[src/rtl/cmp_mask_pkg.sv]
// Purpose: Shared constants and types for the comparator mask/filter control block
// Assumes: 32-bit AHB-Lite data, registers one aligned word each
// Notes: Register offsets are byte addresses
package cmp_mask_pkg;

  // ==========================================================
  // Register map
  localparam logic [7:0] OFS_MASK_SRC = 8'h00;
  localparam logic [7:0] OFS_MASK_GATE = 8'h04;
  localparam logic [7:0] OFS_FILTER = 8'h08;
  localparam logic [7:0] OFS_VREF = 8'h0c;
  localparam logic [7:0] OFS_STATUS = 8'h10;

  // Writable bit masks; unimplemented bits read zero
  localparam logic [15:0] MASK_SRC_WMASK = 16'h0fff;
  localparam logic [15:0] MASK_GATE_WMASK = 16'hbfff;
  localparam logic [15:0] FILTER_WMASK = 16'h007f;
  localparam logic [15:0] VREF_WMASK = 16'h07ef;
  localparam logic [15:0] REG_RESET = 16'h0000;

  // ==========================================================
  // Field positions
  localparam int SRC_A_LSB = 0;
  localparam int SRC_B_LSB = 4;
  localparam int SRC_C_LSB = 8;
  localparam int GATE_AND_INV_A = 0;
  localparam int GATE_AND_TRUE_A = 1;
  localparam int GATE_AND_INV_B = 2;
  localparam int GATE_AND_TRUE_B = 3;
  localparam int GATE_AND_INV_C = 4;
  localparam int GATE_AND_TRUE_C = 5;
  localparam int GATE_AND_POS = 6;
  localparam int GATE_AND_NEG = 7;
  localparam int GATE_OR_INV_A = 8;
  localparam int GATE_OR_TRUE_A = 9;
  localparam int GATE_OR_INV_B = 10;
  localparam int GATE_OR_TRUE_B = 11;
  localparam int GATE_OR_INV_C = 12;
  localparam int GATE_OR_TRUE_C = 13;
  localparam int GATE_POLARITY = 15;
  localparam int FLT_DIV_LSB = 0;
  localparam int FLT_ON = 3;
  localparam int FLT_SRC_LSB = 4;
  localparam int VREF_STEP_LSB = 0;
  localparam int VREF_RANGE = 5;
  localparam int VREF_OUT_EN = 6;
  localparam int VREF_EN = 7;
  localparam int VREF_BG_LSB = 8;
  localparam int VREF_SEL = 10;

  // ==========================================================
  // Encodings
  localparam int PWM_OUTS = 6;
  localparam logic [3:0] SRC_LAST = 4'h5;
  localparam logic [2:0] FCLK_CY = 3'h0;
  localparam logic [2:0] FCLK_OSC = 3'h1;
  localparam logic [2:0] FCLK_PWM_EVT = 3'h2;
  localparam logic [2:0] FCLK_TMR2 = 3'h4;
  localparam logic [2:0] FCLK_TMR3 = 3'h5;
  localparam logic [1:0] BG_EXT_PIN = 2'h3;
  localparam logic [1:0] BG_NOMINAL = 2'h2;
  localparam logic [4:0] STEP_DIVISOR = 5'h18;
  localparam logic [1:0] HTRANS_NONSEQ = 2'h2;
  localparam logic [2:0] HSIZE_WORD = 3'h2;

  // Filter clock source inputs, one bit each
  typedef struct packed {
    logic tmr3;
    logic tmr2;
    logic pwm_evt;
    logic osc;
    logic cy;
  } fclk_src_s;

  // Reference control presented to the analog side
  typedef struct packed {
    logic enable;
    logic ext_select;
    logic [1:0] bg_source;
    logic range;
    logic [3:0] step;
  } vref_ctrl_s;

endpackage

[src/rtl/cmp_mask_filter_ctrl.sv]
// Purpose: Comparator blanking, output filter and reference control, AHB-Lite slave
// Assumes: Single word transfers; all inputs synchronous to hclk
// Notes: Zero wait states; unmapped addresses read zero, writes ignored
// Function
// Mask A selector routes one of six PWM outputs, codes 0000 to 0101.
// Software must not write reserved mask source codes 0110 to 1111.
// AND true-A enable at bit 1 connects mask A to the AND gate.
// AND inverted-A enable at bit 0 feeds inverted mask A into AND.
// AND inverted-B enable at bit 2 feeds inverted mask B into AND.
// Filter clock source field selects Fcy, Fosc, PWM event, timer 2 or 3.
// Filter divide field divides selected clock by two to the field value.
// Band gap field: 11 external pin, 10 nominal band gap, 0x reserved.
// Reference output enable drives the pin, overriding pin direction control.
// Step 0 to 15 sets level; range set gives step/24 of source.
// Mask B and C selectors use the mask A encoding and reserved codes.
// Polarity bit set blocks active-low signal during mask; clear blocks active-high.
`timescale 1ns/1ps
module cmp_mask_filter_ctrl
  import cmp_mask_pkg::*;
#(
  parameter int FILTER_DEPTH = 3
)
(
  input wire logic hclk, // Bus clock, 50 MHz
  input wire logic hresetn, // Async reset, active low
  input wire logic hsel, // Slave select
  input wire logic [7:0] haddr, // Byte address
  input wire logic [1:0] htrans, // Transfer type
  input wire logic hwrite, // Write not read
  input wire logic [2:0] hsize, // Transfer size
  input wire logic [31:0] hwdata, // Write data
  input wire logic hready, // Bus ready in
  output logic [31:0] hrdata, // Read data
  output logic hreadyout, // Slave ready
  output logic hresp, // Always OKAY
  input wire logic [PWM_OUTS-1:0] pwm_out, // PWM outputs for masking
  input wire fclk_src_s fclk_src, // Filter clock candidates
  input wire logic cmp_raw, // Raw comparator output
  input wire logic pin_direction_ctrl, // Pin direction, 1 is input
  output logic cmp_out, // Blanked and filtered output
  output logic mask_active_out, // Current blanking mask
  output vref_ctrl_s vref_ctrl, // Reference control to analog
  output logic bg_reserved, // Reserved band gap code written
  output logic ref_pin_oe // Reference pin drive enable
);

  // ==========================================================
  // Register state
  logic [15:0] mask_src_reg;
  logic [15:0] mask_gate_reg;
  logic [15:0] filter_reg;
  logic [15:0] vref_reg;
  logic wr_pend_reg;
  logic [7:0] wr_addr_reg;
  logic [31:0] hrdata_reg;
  logic [31:0] rd_next;
  logic addr_ok;
  logic wr_take;
  logic rd_take;

  // Bus phase decode
  assign addr_ok = hsel & hready & (htrans == HTRANS_NONSEQ) & (hsize == HSIZE_WORD);
  assign wr_take = addr_ok & hwrite;
  assign rd_take = addr_ok & ~hwrite;

  // ==========================================================
  // Datapath signals
  logic mask_w;
  logic tick;
  logic blanked;
  logic [FILTER_DEPTH-1:0] hist_reg;
  logic filt_reg;
  logic cmp_out_reg;
  logic mask_reg;
  logic oe_reg;
  logic bg_res_reg;
  vref_ctrl_s vref_reg_out;
  logic [15:0] status_w;

  // Read multiplexer
  assign status_w = {13'h0000, filt_reg, mask_reg, cmp_out_reg};
  always_comb
  begin
    case (haddr)
      OFS_MASK_SRC: rd_next = {16'h0000, mask_src_reg};
      OFS_MASK_GATE: rd_next = {16'h0000, mask_gate_reg};
      OFS_FILTER: rd_next = {16'h0000, filter_reg};
      OFS_VREF: rd_next = {16'h0000, vref_reg};
      OFS_STATUS: rd_next = {16'h0000, status_w};
      default: rd_next = 32'h00000000;
    endcase
  end

  // Address phase capture and read data
  always_ff @(posedge hclk or negedge hresetn)
  begin
    if (!hresetn)
    begin
      wr_pend_reg <= 1'b0;
      wr_addr_reg <= 8'h00;
      hrdata_reg <= 32'h00000000;
    end
    else
    begin
      wr_pend_reg <= wr_take;
      if (wr_take)
        wr_addr_reg <= haddr;
      if (rd_take)
        hrdata_reg <= rd_next;
    end
  end

  // Register writes in the data phase; software keeps codes defined
  always_ff @(posedge hclk or negedge hresetn)
  begin
    if (!hresetn)
    begin
      mask_src_reg <= REG_RESET;
      mask_gate_reg <= REG_RESET;
      filter_reg <= REG_RESET;
      vref_reg <= REG_RESET;
    end
    else if (wr_pend_reg)
    begin
      case (wr_addr_reg)
        OFS_MASK_SRC: mask_src_reg <= hwdata[15:0] & MASK_SRC_WMASK;
        OFS_MASK_GATE: mask_gate_reg <= hwdata[15:0] & MASK_GATE_WMASK;
        OFS_FILTER: filter_reg <= hwdata[15:0] & FILTER_WMASK;
        OFS_VREF: vref_reg <= hwdata[15:0] & VREF_WMASK;
        default: ;
      endcase
    end
  end

  assign hrdata = hrdata_reg;
  assign hreadyout = 1'b1;
  assign hresp = 1'b0;

  // ==========================================================
  // Mask selection and gating
  mask_gate u_mask_gate (
    .pwm_out(pwm_out),
    .src_sel(mask_src_reg[11:0]),
    .gate_ctrl(mask_gate_reg),
    .mask_active(mask_w)
  );

  // Blanking: polarity picks which comparator level is held off
  assign blanked = mask_gate_reg[GATE_POLARITY]
    ? (cmp_raw | mask_w)
    : (cmp_raw & ~mask_w);

  // ==========================================================
  // Filter sample clock
  filter_clk_gen #(
    .DIV_W(7)
  ) u_filter_clk (
    .hclk(hclk),
    .hresetn(hresetn),
    .src(fclk_src),
    .src_sel(filter_reg[FLT_SRC_LSB +: 3]),
    .div_sel(filter_reg[FLT_DIV_LSB +: 3]),
    .tick(tick)
  );

  // Filter: output changes when the new sample and the newest FILTER_DEPTH-1 history samples agree
  always_ff @(posedge hclk or negedge hresetn)
  begin
    if (!hresetn)
    begin
      hist_reg <= '0;
      filt_reg <= 1'b0;
    end
    else if (tick)
    begin
      hist_reg <= {hist_reg[FILTER_DEPTH-2:0], blanked};
      if (&{hist_reg[FILTER_DEPTH-2:0], blanked})
        filt_reg <= 1'b1;
      else if (~|{hist_reg[FILTER_DEPTH-2:0], blanked})
        filt_reg <= 1'b0;
    end
  end

  // ==========================================================
  // Reference control decode
  always_comb
  begin
    vref_reg_out.enable = vref_reg[VREF_EN];
    vref_reg_out.ext_select = vref_reg[VREF_SEL];
    vref_reg_out.bg_source = vref_reg[VREF_BG_LSB +: 2];
    vref_reg_out.range = vref_reg[VREF_RANGE];
    vref_reg_out.step = vref_reg[VREF_STEP_LSB +: 4];
  end

  // ==========================================================
  // Registered outputs
  always_ff @(posedge hclk or negedge hresetn)
  begin
    if (!hresetn)
    begin
      cmp_out_reg <= 1'b0;
      mask_reg <= 1'b0;
      oe_reg <= 1'b0;
      bg_res_reg <= 1'b0;
      vref_ctrl <= '0;
    end
    else
    begin
      cmp_out_reg <= filter_reg[FLT_ON] ? filt_reg : blanked;
      mask_reg <= mask_w;
      // Output enable overrides pin direction
      oe_reg <= vref_reg[VREF_OUT_EN] | ~pin_direction_ctrl;
      bg_res_reg <= ~vref_reg[VREF_BG_LSB + 1];
      vref_ctrl <= vref_reg_out;
    end
  end

  assign cmp_out = cmp_out_reg;
  assign mask_active_out = mask_reg;
  assign ref_pin_oe = oe_reg;
  assign bg_reserved = bg_res_reg;

endmodule

[src/rtl/mask_gate.sv]
// Purpose: Mask selection and AND/OR gate array for comparator blanking
// Assumes: PWM outputs synchronous to hclk
// Notes: Combinational; top registers the result
`timescale 1ns/1ps
module mask_gate
  import cmp_mask_pkg::*;
(
  input wire logic [PWM_OUTS-1:0] pwm_out, // PWM outputs L1,H1,L2,H2,L3,H3
  input wire logic [11:0] src_sel, // Three 4-bit source selectors
  input wire logic [15:0] gate_ctrl, // Gating control bits
  output logic mask_active // Combined blanking mask
);

  logic [2:0] mask_in;
  logic [5:0] and_term;
  logic [5:0] or_term;
  logic and_out;
  logic or_in;

  // ==========================================================
  // Per-mask source selectors
  genvar g;
  generate
    for (g = 0; g < 3; g++)
    begin : g_sel
      wire [3:0] code = src_sel[4*g +: 4];
      // Reserved codes give a low mask
      assign mask_in[g] = (code <= SRC_LAST) ? pwm_out[code[2:0]] : 1'b0;
    end
  endgenerate

  // ==========================================================
  // AND gate: a disabled term reads one
  assign and_term[0] = gate_ctrl[GATE_AND_INV_A] ? ~mask_in[0] : 1'b1;
  assign and_term[1] = gate_ctrl[GATE_AND_TRUE_A] ? mask_in[0] : 1'b1;
  assign and_term[2] = gate_ctrl[GATE_AND_INV_B] ? ~mask_in[1] : 1'b1;
  assign and_term[3] = gate_ctrl[GATE_AND_TRUE_B] ? mask_in[1] : 1'b1;
  assign and_term[4] = gate_ctrl[GATE_AND_INV_C] ? ~mask_in[2] : 1'b1;
  assign and_term[5] = gate_ctrl[GATE_AND_TRUE_C] ? mask_in[2] : 1'b1;
  // No enabled term gives a low AND output
  assign and_out = (|gate_ctrl[GATE_AND_TRUE_C:GATE_AND_INV_A]) & (&and_term);

  // ==========================================================
  // OR gate: a disabled term reads zero
  assign or_term[0] = gate_ctrl[GATE_OR_INV_A] & ~mask_in[0];
  assign or_term[1] = gate_ctrl[GATE_OR_TRUE_A] & mask_in[0];
  assign or_term[2] = gate_ctrl[GATE_OR_INV_B] & ~mask_in[1];
  assign or_term[3] = gate_ctrl[GATE_OR_TRUE_B] & mask_in[1];
  assign or_term[4] = gate_ctrl[GATE_OR_INV_C] & ~mask_in[2];
  assign or_term[5] = gate_ctrl[GATE_OR_TRUE_C] & mask_in[2];
  assign or_in = (gate_ctrl[GATE_AND_POS] & and_out) | (gate_ctrl[GATE_AND_NEG] & ~and_out);
  assign mask_active = (|or_term) | or_in;

endmodule

[src/rtl/filter_clk_gen.sv]
// Purpose: Filter sample clock selection and power-of-two divide
// Assumes: Source clocks are synchronous level inputs
// Notes: Produces a one-cycle sample tick per divided rising edge
`timescale 1ns/1ps
module filter_clk_gen
  import cmp_mask_pkg::*;
#(
  parameter int DIV_W = 7
)
(
  input wire logic hclk, // System clock
  input wire logic hresetn, // Async reset, active low
  input wire fclk_src_s src, // Candidate sample clocks
  input wire logic [2:0] src_sel, // Source select code
  input wire logic [2:0] div_sel, // Divide exponent
  output logic tick // Sample tick, one cycle
);

  logic sel_clk;
  logic last_reg;
  logic edge_w;
  logic [DIV_W-1:0] cnt_reg;
  logic [DIV_W-1:0] cnt_next;
  logic [DIV_W:0] div_mask;
  logic wrap;

  // ==========================================================
  // Source multiplexer; reserved codes stop the clock
  always_comb
  begin
    case (src_sel)
      FCLK_CY: sel_clk = src.cy;
      FCLK_OSC: sel_clk = src.osc;
      FCLK_PWM_EVT: sel_clk = src.pwm_evt;
      FCLK_TMR2: sel_clk = src.tmr2;
      FCLK_TMR3: sel_clk = src.tmr3;
      default: sel_clk = 1'b0;
    endcase
  end

  // Divider wraps after 2**div_sel edges
  // At or above the end count wraps at once, so a smaller divide never stalls
  assign edge_w = sel_clk & ~last_reg;
  assign div_mask = (DIV_W+1)'(1) << div_sel;
  assign wrap = ({1'b0, cnt_reg} >= div_mask - (DIV_W+1)'(1));
  assign cnt_next = wrap ? '0 : cnt_reg + DIV_W'(1);
  assign tick = edge_w & wrap;

  // Edge register and divide counter
  always_ff @(posedge hclk or negedge hresetn)
  begin
    if (!hresetn)
    begin
      last_reg <= 1'b0;
      cnt_reg <= '0;
    end
    else
    begin
      last_reg <= sel_clk;
      if (edge_w)
        cnt_reg <= cnt_next;
    end
  end

endmodule

[config.mk]
export PLATFORM = sky130hd
export DESIGN_NAME = cmp_mask_filter_ctrl
export DESIGN_NICKNAME = d
export VERILOG_FILES = /design/src/rtl/cmp_mask_pkg.sv /design/src/rtl/cmp_mask_filter_ctrl.sv /design/src/rtl/mask_gate.sv /design/src/rtl/filter_clk_gen.sv
export SDC_FILE = /design/constraint.sdc
export NUM_CORES = 1
export LEC_CHECK = 0
export BUFFER_PORTS_ARGS = -buffer_cell sky130_fd_sc_hd__buf_4
export CAP_MARGIN = 10
export CORE_UTILIZATION = 55
export DETAILED_ROUTE_END_ITERATION = 8
export GPL_TIMING_DRIVEN = 0
export MAX_ROUTING_LAYER = met4
export PLACE_DENSITY = 0.85
export SLEW_MARGIN = 20
export SYNTH_ARGS = -nofsm -noshare
export SYNTH_HDL_FRONTEND = slang
export SYNTH_HIERARCHICAL = 1
export SYNTH_SLANG_ARGS = --single-unit
[constraint.sdc]
create_clock -name hclk -period 5.6 [get_ports hclk]
set_input_delay 1.12 -clock hclk [delete_from_list [all_inputs] [get_ports hclk]]
set_output_delay 1.12 -clock hclk [all_outputs]
set_load 0.01 [all_outputs]
# ---- Word level (Yosys, flattened, before mapping)
# Index checks and enable logic that the tools add are counted.
dict set report word_totals {
  ramBits 0
  elab_cells 109
  rom_bits 0
  n_memories 0
  reg_bits 109
  latchBits 0
}
dict set report op_classes {
  n_mux 22
  addsub 2
  shift 1
  n_lt_le_gt_ge 7
  mul 0
  n_reduce_logical 13
  n_eq_ne 14
  n_div 0
  bitwise 30
}
# cell n
set ops {}
lappend ops {{16-bit one-hot mux with 5 select lines} 1}
lappend ops {{8-bit by 4-bit equality test with 1-bit output, second input constant} 4}
lappend ops {{1-bit AND} 17}
lappend ops {{8-bit by 3-bit equality test with 1-bit output, second input constant} 2}
lappend ops {{8-bit logical NOT} 2}
lappend ops {{1-bit 2-to-1 mux} 16}
lappend ops {{4-bit by 3-bit <= comparator with 1-bit output, second input constant} 3}
lappend ops {{3-bit by 4-bit less-than comparator with 1-bit output, second input constant} 3}
lappend ops {{6-bit OR reduction} 2}
lappend ops {{2-bit AND reduction} 5}
lappend ops {{1-bit binary-select mux with 3-bit select} 3}
lappend ops {{1-bit inverter} 9}
lappend ops {{8-bit by 5-bit equality test with 1-bit output, second input constant} 1}
lappend ops {{7-bit by 8-bit greater-or-equal comparator with 1-bit output} 1}
lappend ops {{1-bit by 3-bit left shift with 8-bit output, first input constant} 1}
lappend ops {{8-bit by 1-bit subtractor with 8-bit output, second input constant} 1}
lappend ops {{7-bit by 1-bit adder with 7-bit output, second input constant} 1}
lappend ops {{7-bit 2-to-1 mux} 1}
lappend ops {{3-bit by 2-bit equality test with 1-bit output, second input constant} 2}
lappend ops {{3-bit equality test, second input constant} 2}
lappend ops {{6-bit AND reduction} 1}
lappend ops {{1-bit one-hot mux with 5 select lines} 1}
lappend ops {{1-bit bitwise OR} 4}
lappend ops {{3-bit by 1-bit equality test with 1-bit output, second input constant} 1}
lappend ops {{other kinds (5)} 5}

# ---- Depth between registers and ports, before layout
# Gate-level depths: netlist of run 1.
dict set report depth {
  word_depth 17
  ltp_mapped 10
  ltp_nobuf 10
}

# ---- Modules after synthesis
# The synthesis of run 1 kept the hierarchy.
# module area_each_um2 cells_each n_inst
set by_module_without_submodules {}
lappend by_module_without_submodules {cmp_mask_filter_ctrl 3658.5 271 1}
lappend by_module_without_submodules {filter_clk_gen 628.1 66 1}
lappend by_module_without_submodules {mask_gate 334.1 43 1}

# ---- Least setup slack after synthesis of run 1
# No wires, ideal clock.
dict set report synth_timing {
  path_kind {input to register}
  start {in pwm_out[4]}
  end {reg filt_reg}
  setup_slack_ps 2308
  path_buffers 0
  t_arrival_ps 3169
  cell_stages 10
  t_required_ps 5477
  setup_ps 123
  path_cell_list {mux2i_1 > or4_4 > and3_4 > a221oi_2 > nand3_1 > a211o_1 > mux2_2 > or2_2 > o21ai_0 > nand2_1}
}
dict set report synth_between {
  elab_chain_len 17
  word_cells_on_any_way 41
  classes_between {1 x eq/ne; 17 x mux; 18 x bitwise; 5 x reduce/logical}
}
# item line
set synth_rtl {}
lappend synth_rtl {{start: declaration} cmp_mask_filter_ctrl.sv:36} ;# input wire logic [PWM_OUTS-1:0] pwm_out,
lappend synth_rtl {{1-bit binary-select mux with 3-bit select} mask_gate.sv:28} ;# assign mask_in[g] = (code <= SRC_LAST) ? pwm_out[code[2:0]] : 1'b0;
lappend synth_rtl {{1-bit 2-to-1 mux (implied by the code)} mask_gate.sv:28}
lappend synth_rtl {{1-bit 2-to-1 mux} mask_gate.sv:28}
lappend synth_rtl {{1-bit inverter (on tied branches)} -}
lappend synth_rtl {{1-bit 2-to-1 mux (on tied branches)} {mask_gate.sv:34, mask_gate.sv:36, mask_gate.sv:38}}
lappend synth_rtl {{6-bit AND reduction} mask_gate.sv:41} ;# assign and_out = (|gate_ctrl[GATE_AND_TRUE_C:GATE_AND_INV_A]) & (&and_term);
lappend synth_rtl {{1-bit AND} mask_gate.sv:41}
lappend synth_rtl {{1-bit inverter} mask_gate.sv:51} ;# assign or_in = (gate_ctrl[GATE_AND_POS] & and_out) | (gate_ctrl[GATE_AND_NEG] & ~and_out);
lappend synth_rtl {{(+2 left out)} -}
lappend synth_rtl {{1-bit bitwise OR (*)} mask_gate.sv:52} ;# assign mask_active = (|or_term) | or_in;
lappend synth_rtl {{named net mask_w} cmp_mask_filter_ctrl.sv:68} ;# logic mask_w;
lappend synth_rtl {{1-bit inverter} cmp_mask_filter_ctrl.sv:151} ;# : (cmp_raw & ~mask_w);
lappend synth_rtl {{1-bit AND} cmp_mask_filter_ctrl.sv:151}
lappend synth_rtl {{1-bit 2-to-1 mux (*)} cmp_mask_filter_ctrl.sv:150} ;# ? (cmp_raw | mask_w)
lappend synth_rtl {{3-bit AND reduction or 3-bit OR reduction (tied branches)} {cmp_mask_filter_ctrl.sv:177, cmp_mask_filter_ctrl.sv:179}}
lappend synth_rtl {{2-bit inequality test (no line)} -}
lappend synth_rtl {{2-bit AND reduction (no line)} -}
lappend synth_rtl {{end signal: assignment} cmp_mask_filter_ctrl.sv:172} ;# filt_reg <= 1'b0;
lappend synth_rtl {{end signal: assignment} cmp_mask_filter_ctrl.sv:178} ;# filt_reg <= 1'b1;
lappend synth_rtl {{end signal: assignment} cmp_mask_filter_ctrl.sv:180} ;# filt_reg <= 1'b0;
lappend synth_rtl {{end: declaration} cmp_mask_filter_ctrl.sv:72} ;# logic filt_reg;
# Mark *: on every way through the listed nets, which the timed path passes. The rest lies on a longest branch. The select of a mux whose other input is x is not followed.
# A chain may end at the register's enable or synchronous reset.

# ---- Final worst setup path of run 1
# Same ends and word-level chain as after synthesis.

==> impl_metrics.toml, run 1 <==
[finish]
fill_cells = 618
num-nets-final = 550
multi_input_area_sq_um = 2150
stdcell_count = 588
drive_gt1_frac = 0.395
seq_area_sq_um = 2300
final_util = 0.674
n_antenna_cell = 0
syn2layout_area_growth_pct = 19.3

[critical_path]
path_max_fanout = 3
crit_chain = "buf_4 -> mux2i_1 -> or4_4 -> and3_4 -> a221oi_2 -> and4_2 -> a211o_1 -> mux2_2 -> or2_2 -> o21ai_0 -> nand2_1"
cpMaxStageDelayCell = "or4_4"
cp.arrival_ps = 3460
cp-end-kind = "flip-flop"
crit_required_ps = 5850
slowest_delay_ps = 430
cp-start-kind = "input port"
crit_type = "input port to flip-flop"

[clocking]
cts_resized = 0
clk_pin_slew_ps = 80
ctsHoldBuffers = 0
clk_latency_ps = 360
cts_made_buffers = 9
clockBufferDepth = 2
cts_tree = "done"
clock_sinks = 92
cts-root-buf = "clkbuf_8"
cts_setup_buffers = 0
h-tree-depth = 3

[route]
drc = 0
dr_wl_met3_microns = 518
met1_length_mm = 4.46
vias = 3336
post_drt_wl_per_cell_microns = 16.9
detail-route-antenna-nets = 0
drt-total-wl_mm = 9.96
first_iter_violations = 205
met2WireLength_mm = 4.76
firstDrtPassIters = 4
vias_per_cell = 5.67
top_layer = "met4"

[yosys]
synthFlopType = "dfrtp_1"
yosysUniqueCellTypes = 58
synth.area.top_cells = "dfrtp_1 (50%), mux2_2 (14%), mux2i_1 (5.2%)"
synth_commonest_cells = "dfrtp_1 (92), mux2_2 (58), nand2_1 (32), mux2i_1 (24), buf_4 (20)"
synth_edf_count = 0
synth_area_sq_um = 4620
yosys_warnings = 6
synth_top_area_share = 0.498
synthCells = 380
synth.avg_cell_area_sq_um = 12.2
async_flop_share = 1.00
ys_seq_area_frac = 0.498
synth.largest_area_cell = "dfrtp_1"
synth_most_common_cell = "dfrtp_1"
synth-seq-cells = 92

[sta]
fin_crit_sh = 0.573
grt_setup_unrepaired = "no"
drv_slew = 0
finalSetupViolations = 0
setup-tns-final_ps = 0
finalCriticalPeriod_ps = 3210
slew_headroom = 0.455
fin_skew_ps = 6.80
max_freq_ghz = 0.312
tightest_slew_ps = 817
hold_violations = 0

[min_path]
hold_path_class = "flip-flop to flip-flop"

[power_and_ir_drop]
totalPowerFinal_mw = 1.46
leakage_nw = 2.59
power.density_nw_per_um2 = 264
vdd_drop_max_mv = 0.188

[global_route]
grt_start_max_net_pins = 93
antenna_found_initial = 0
grt_pass1_vias = 3226
grt_use_total = 0.254
overflow = 0
grt_pass1_wl_mm = 16.2

[placement]
dpl.hpwl_mm = 7.33
place_congestion = 0.896
numPortBuffers = 71
dpl.cell_count = 573

[run]
cap_viol_max_count = 0

[die]
ioPinCount = 110
core_sq_um = 8180
placementRows = 33
start_util = 0.565
fp.dieH_microns = 93.7
die_w_microns = 93.7
die-area_sq_um = 8770

[run_status]
status = "completed"
final timing paths:
kind | to | startpoint | slack, ps | depth (start not counted)
min reg2reg | vref_ctrl[4] | vref_reg[5] | 410 | 0
min | vref_ctrl[4] | vref_reg[5] | 410 | 0
max reg2reg | filt_reg | mask_src_reg[10] | 2710 | 10
max | filt_reg | pwm_out[4] | 2390 | 11
max in group asynchronous | filter_reg[4] | hresetn | 4230 | 1
min in group asynchronous | wr_addr_reg[6] | hresetn | 840 | 1
cells in the final DEF, fill, tap and decap left out, drive strengths merged, types with 5 or more instances in the layout:
cell type,n
ha,8
a31oi,6
buf,96
mux2i,24
inv,8
mux2,58
nor2,19
conb,19
nand2,32
nand3,14
clkbuf,16
a21oi,5
dfrtp,92
o21ai,12
through the flow:
step                      worst slack, ps  instance area (sq um)  hold slack [ps]
after floorplan                      2310                   4680              364
after global placement               2090                   5350              383
after detailed placement             2040                   5350              388
after CTS                            2420                   5510              411
after global routing                 2310                   5510              429
final                                2390                   5510              410
layer usage:
layer  GRT usage  up-vias
li1            -     1554
met1       0.334     1660
met2       0.392      102
met3      0.0502       20
met4      0.0962        0
met5           -        -
power breakdown:
part	switching [mW]	internal, mW
sequential	0.0600	0.719
clock	0.228	0.158
combinational	0.140	0.150
total	0.428	1.03
worst max-delay path, delay by kind of cell:
family | cells | cell delay (ps)
and+or+nand+nor | 5 | 1240
buffers and inverters | 1 | 90
muxes | 2 | 440
AOI/OAI and AO/OA | 3 | 570
logic make-up after synthesis:
logic type | count (synthesis) | share of synthesized area
multiplexers | 86 | 0.213
other | 2 | 0.00163
flip-flops | 92 | 0.498
AO/OA/AOI/OAI | 47 | 0.0737
AND/OR/NAND/NOR | 107 | 0.141
buffers and inverters | 38 | 0.0512
adder cells (fa/ha/maj) | 8 | 0.0217
layout make-up:
class                   count  area share
repair buffers             71      0.0974
clock inverters             4     0.00499
plain buffers              30      0.0375
inverters                   8     0.00545
well taps                 105      0.0238
flip-flops and latches     92       0.418
multi-input cells         267       0.389
clock buffers              11      0.0238
Note: power is estimated with default switching activity, not from simulation.
==> run 2: changes to the inputs <==
ABC_AREA = 1   (was default)
PLACE_DENSITY = 0.84   (was 0.85)
clock period = 3.1 ns   (was 5.6 ns; I/O delays follow)
==> impl_metrics.toml, run 2 <==
[global_route]
grt_use_total = 0.270
grt_pass1_wl_mm = 18.3
grt_start_max_net_pins = 93
antenna_found_initial = 0
overflow = 0
grt_pass1_vias = 3896

[power_and_ir_drop]
vdd_drop_max_mv = 0.238
power.density_nw_per_um2 = 390
leakage_nw = 3.41

[route]
drt-total-wl_mm = 11.6
first_iter_violations = 281
detail-route-antenna-nets = 0
post_drt_wl_per_cell_microns = 13.8
firstDrtPassIters = 5
vias = 4365
vias_per_cell = 5.20
drc = 0

[finish]
final_common_cell = "nand2_1"
layout_common_cells = "nand2_1 (222), buf_4 (92), dfrtp_1 (92), inv_1 (70), nand3_1 (47)"
drive_gt1_frac = 0.233
num-nets-final = 797
syn2layout_area_growth_pct = 19.7
fill_cells = 711
n_antenna_cell = 0

[placement]
numPortBuffers = 73
dpl.hpwl_mm = 8.51
place_congestion = 0.904

[clocking]
clk_latency_ps = 360
cts_resized = 0
cts_made_buffers = 9
h-tree-depth = 3
clockBufferDepth = 2
clk_pin_slew_ps = 90
cts-root-buf = "clkbuf_8"
cts_setup_buffers = 0
clock_sinks = 92
cts_tree = "done"
ctsHoldBuffers = 0

[yosys]
synth_top_area_share = 0.469
synth_area_sq_um = 4900
synth_most_common_cell = "nand2_1"
ys_seq_area_frac = 0.469
synth_commonest_cells = "nand2_1 (222), dfrtp_1 (92), inv_1 (70), nand3_1 (47), o21ai_1 (38)"
synth.largest_area_cell = "dfrtp_1"
synthFlopType = "dfrtp_1"
synth_edf_count = 0
yosysUniqueCellTypes = 34
synth-seq-cells = 92
async_flop_share = 1.00
synth.avg_cell_area_sq_um = 7.85
yosys_warnings = 6
synthCells = 625
synth.area.top_cells = "dfrtp_1 (47%), nand2_1 (17%), inv_1 (5.4%)"

[sta]
fin_crit_sh = 0.758
hold_violations = 0
hold_ws_ps = 330
fin_skew_ps = 8.45
slew_headroom = 0.455
tightest_slew_ps = 817
finalCriticalPeriod_ps = 2350
setup-tns-final_ps = 0
max_freq_ghz = 0.425
grt_setup_unrepaired = "no"
finalSetupViolations = 0
drv_slew = 0

[critical_path]
cp_top_family = "simple AND/OR/NAND/NOR gates"
cpMaxStageDelayCell = "dfrtp_1"
path_max_fanout = 7
crit_required_ps = 3360
slowest_delay_ps = 470
cp-start-kind = "flip-flop"
crit_type = "flip-flop to flip-flop"
cp-end-kind = "flip-flop"
cp.arrival_ps = 2610
crit_chain = "o21ai_0 -> nand2_1 -> nand2_1 -> nand3_2 -> nand2_1 -> nand2_1 -> nor2_2 -> nand2_1 -> nand2_1 -> nand3_1 -> o21ai_0 -> nor3_1 -> o21ai_0 -> inv_1"
critical_path_buf_inv_count = 1
crit_top_cell = "nand2_1"

[die]
start_util = 0.565
placementRows = 34
die_w_microns = 96.4
fp.dieH_microns = 96.4
ioPinCount = 110
core_sq_um = 8680
die-area_sq_um = 9300

[run]
cap_viol_max_count = 0

[run_status]
status = "completed"

[min_path]
hold_path_class = "input port to asynchronous set/reset pin"
-- run 2: layer usage --
metal	vias up	track usage	wire (microns)	part of all wire
li1	2141	-	-	-
met5	-	-	0	0
met3	22	0.0430	560	0.048
met4	0	0.116	261	0.023
met1	2060	0.348	5190	0.45
met2	142	0.427	5570	0.48
-- run 2: final cells by class --
| cell class | instances | area (sq um) | share of cell area |
|---|---|---|---|
| repair buffers | 73 | 552 | 0.0939 |
| inverters | 84 | 315 | 0.0537 |
| plain buffers | 33 | 243 | 0.0413 |
| clock buffers | 12 | 145 | 0.0247 |
| clock inverters | 4 | 72.6 | 0.0124 |
| multi-input cells | 433 | 2110 | 0.359 |
| flip-flops and latches | 92 | 2300 | 0.392 |
| well taps | 108 | 135 | 0.0230 |
-- run 2: kinds of logic after synthesis --
logic type / count (synthesis) / synth area share
simple gates: 327 / 0.294
fa+ha+maj: 8 / 0.0204
buf+inv: 117 / 0.114
compound gates: 77 / 0.0969
xor+xnor: 2 / 0.00357
other cells: 2 / 0.00153
flops: 92 / 0.469
-- run 2: power by group --
group,switching [mW],total (mW),internal (mW)
clock network,0.420,0.896,0.476
logic,0.0998,0.173,0.0729
registers,0.00797,1.22,1.21
-- run 2: through the flow --
stage / instances / utilization / power [mW] / setup slack (ps) / cell area, sq um
global placement: 823 / 0.651 / 1.41 / 679 / 5650
finish: 839 / 0.677 / 2.29 / 750 / 5870
floorplan: 642 / - / 1.33 / 1090 / 4970
global route: 839 / 0.677 / 2.36 / 570 / 5870
CTS: 839 / 0.676 / 2.29 / 807 / 5870
detailed placement: 823 / 0.651 / 1.42 / 628 / 5650
-- run 2: path summary, 6_finish.rpt --
kind / from / endpoint / slack (ps) / cells past startpoint
worst max-delay path: mask_src_reg[8] / filt_reg / 750 / 14
worst min-delay path: hresetn / u_filter_clk/cnt_reg[2] / 330 / 1
worst max register to register: mask_src_reg[8] / filt_reg / 750 / 14
worst min register to register: vref_reg[7] / vref_ctrl[8] / 420 / 0
max in group asynchronous: hresetn / mask_src_reg[2] / 2230 / 1
min in group hclk: pin_direction_ctrl / ref_pin_oe / 410 / 2
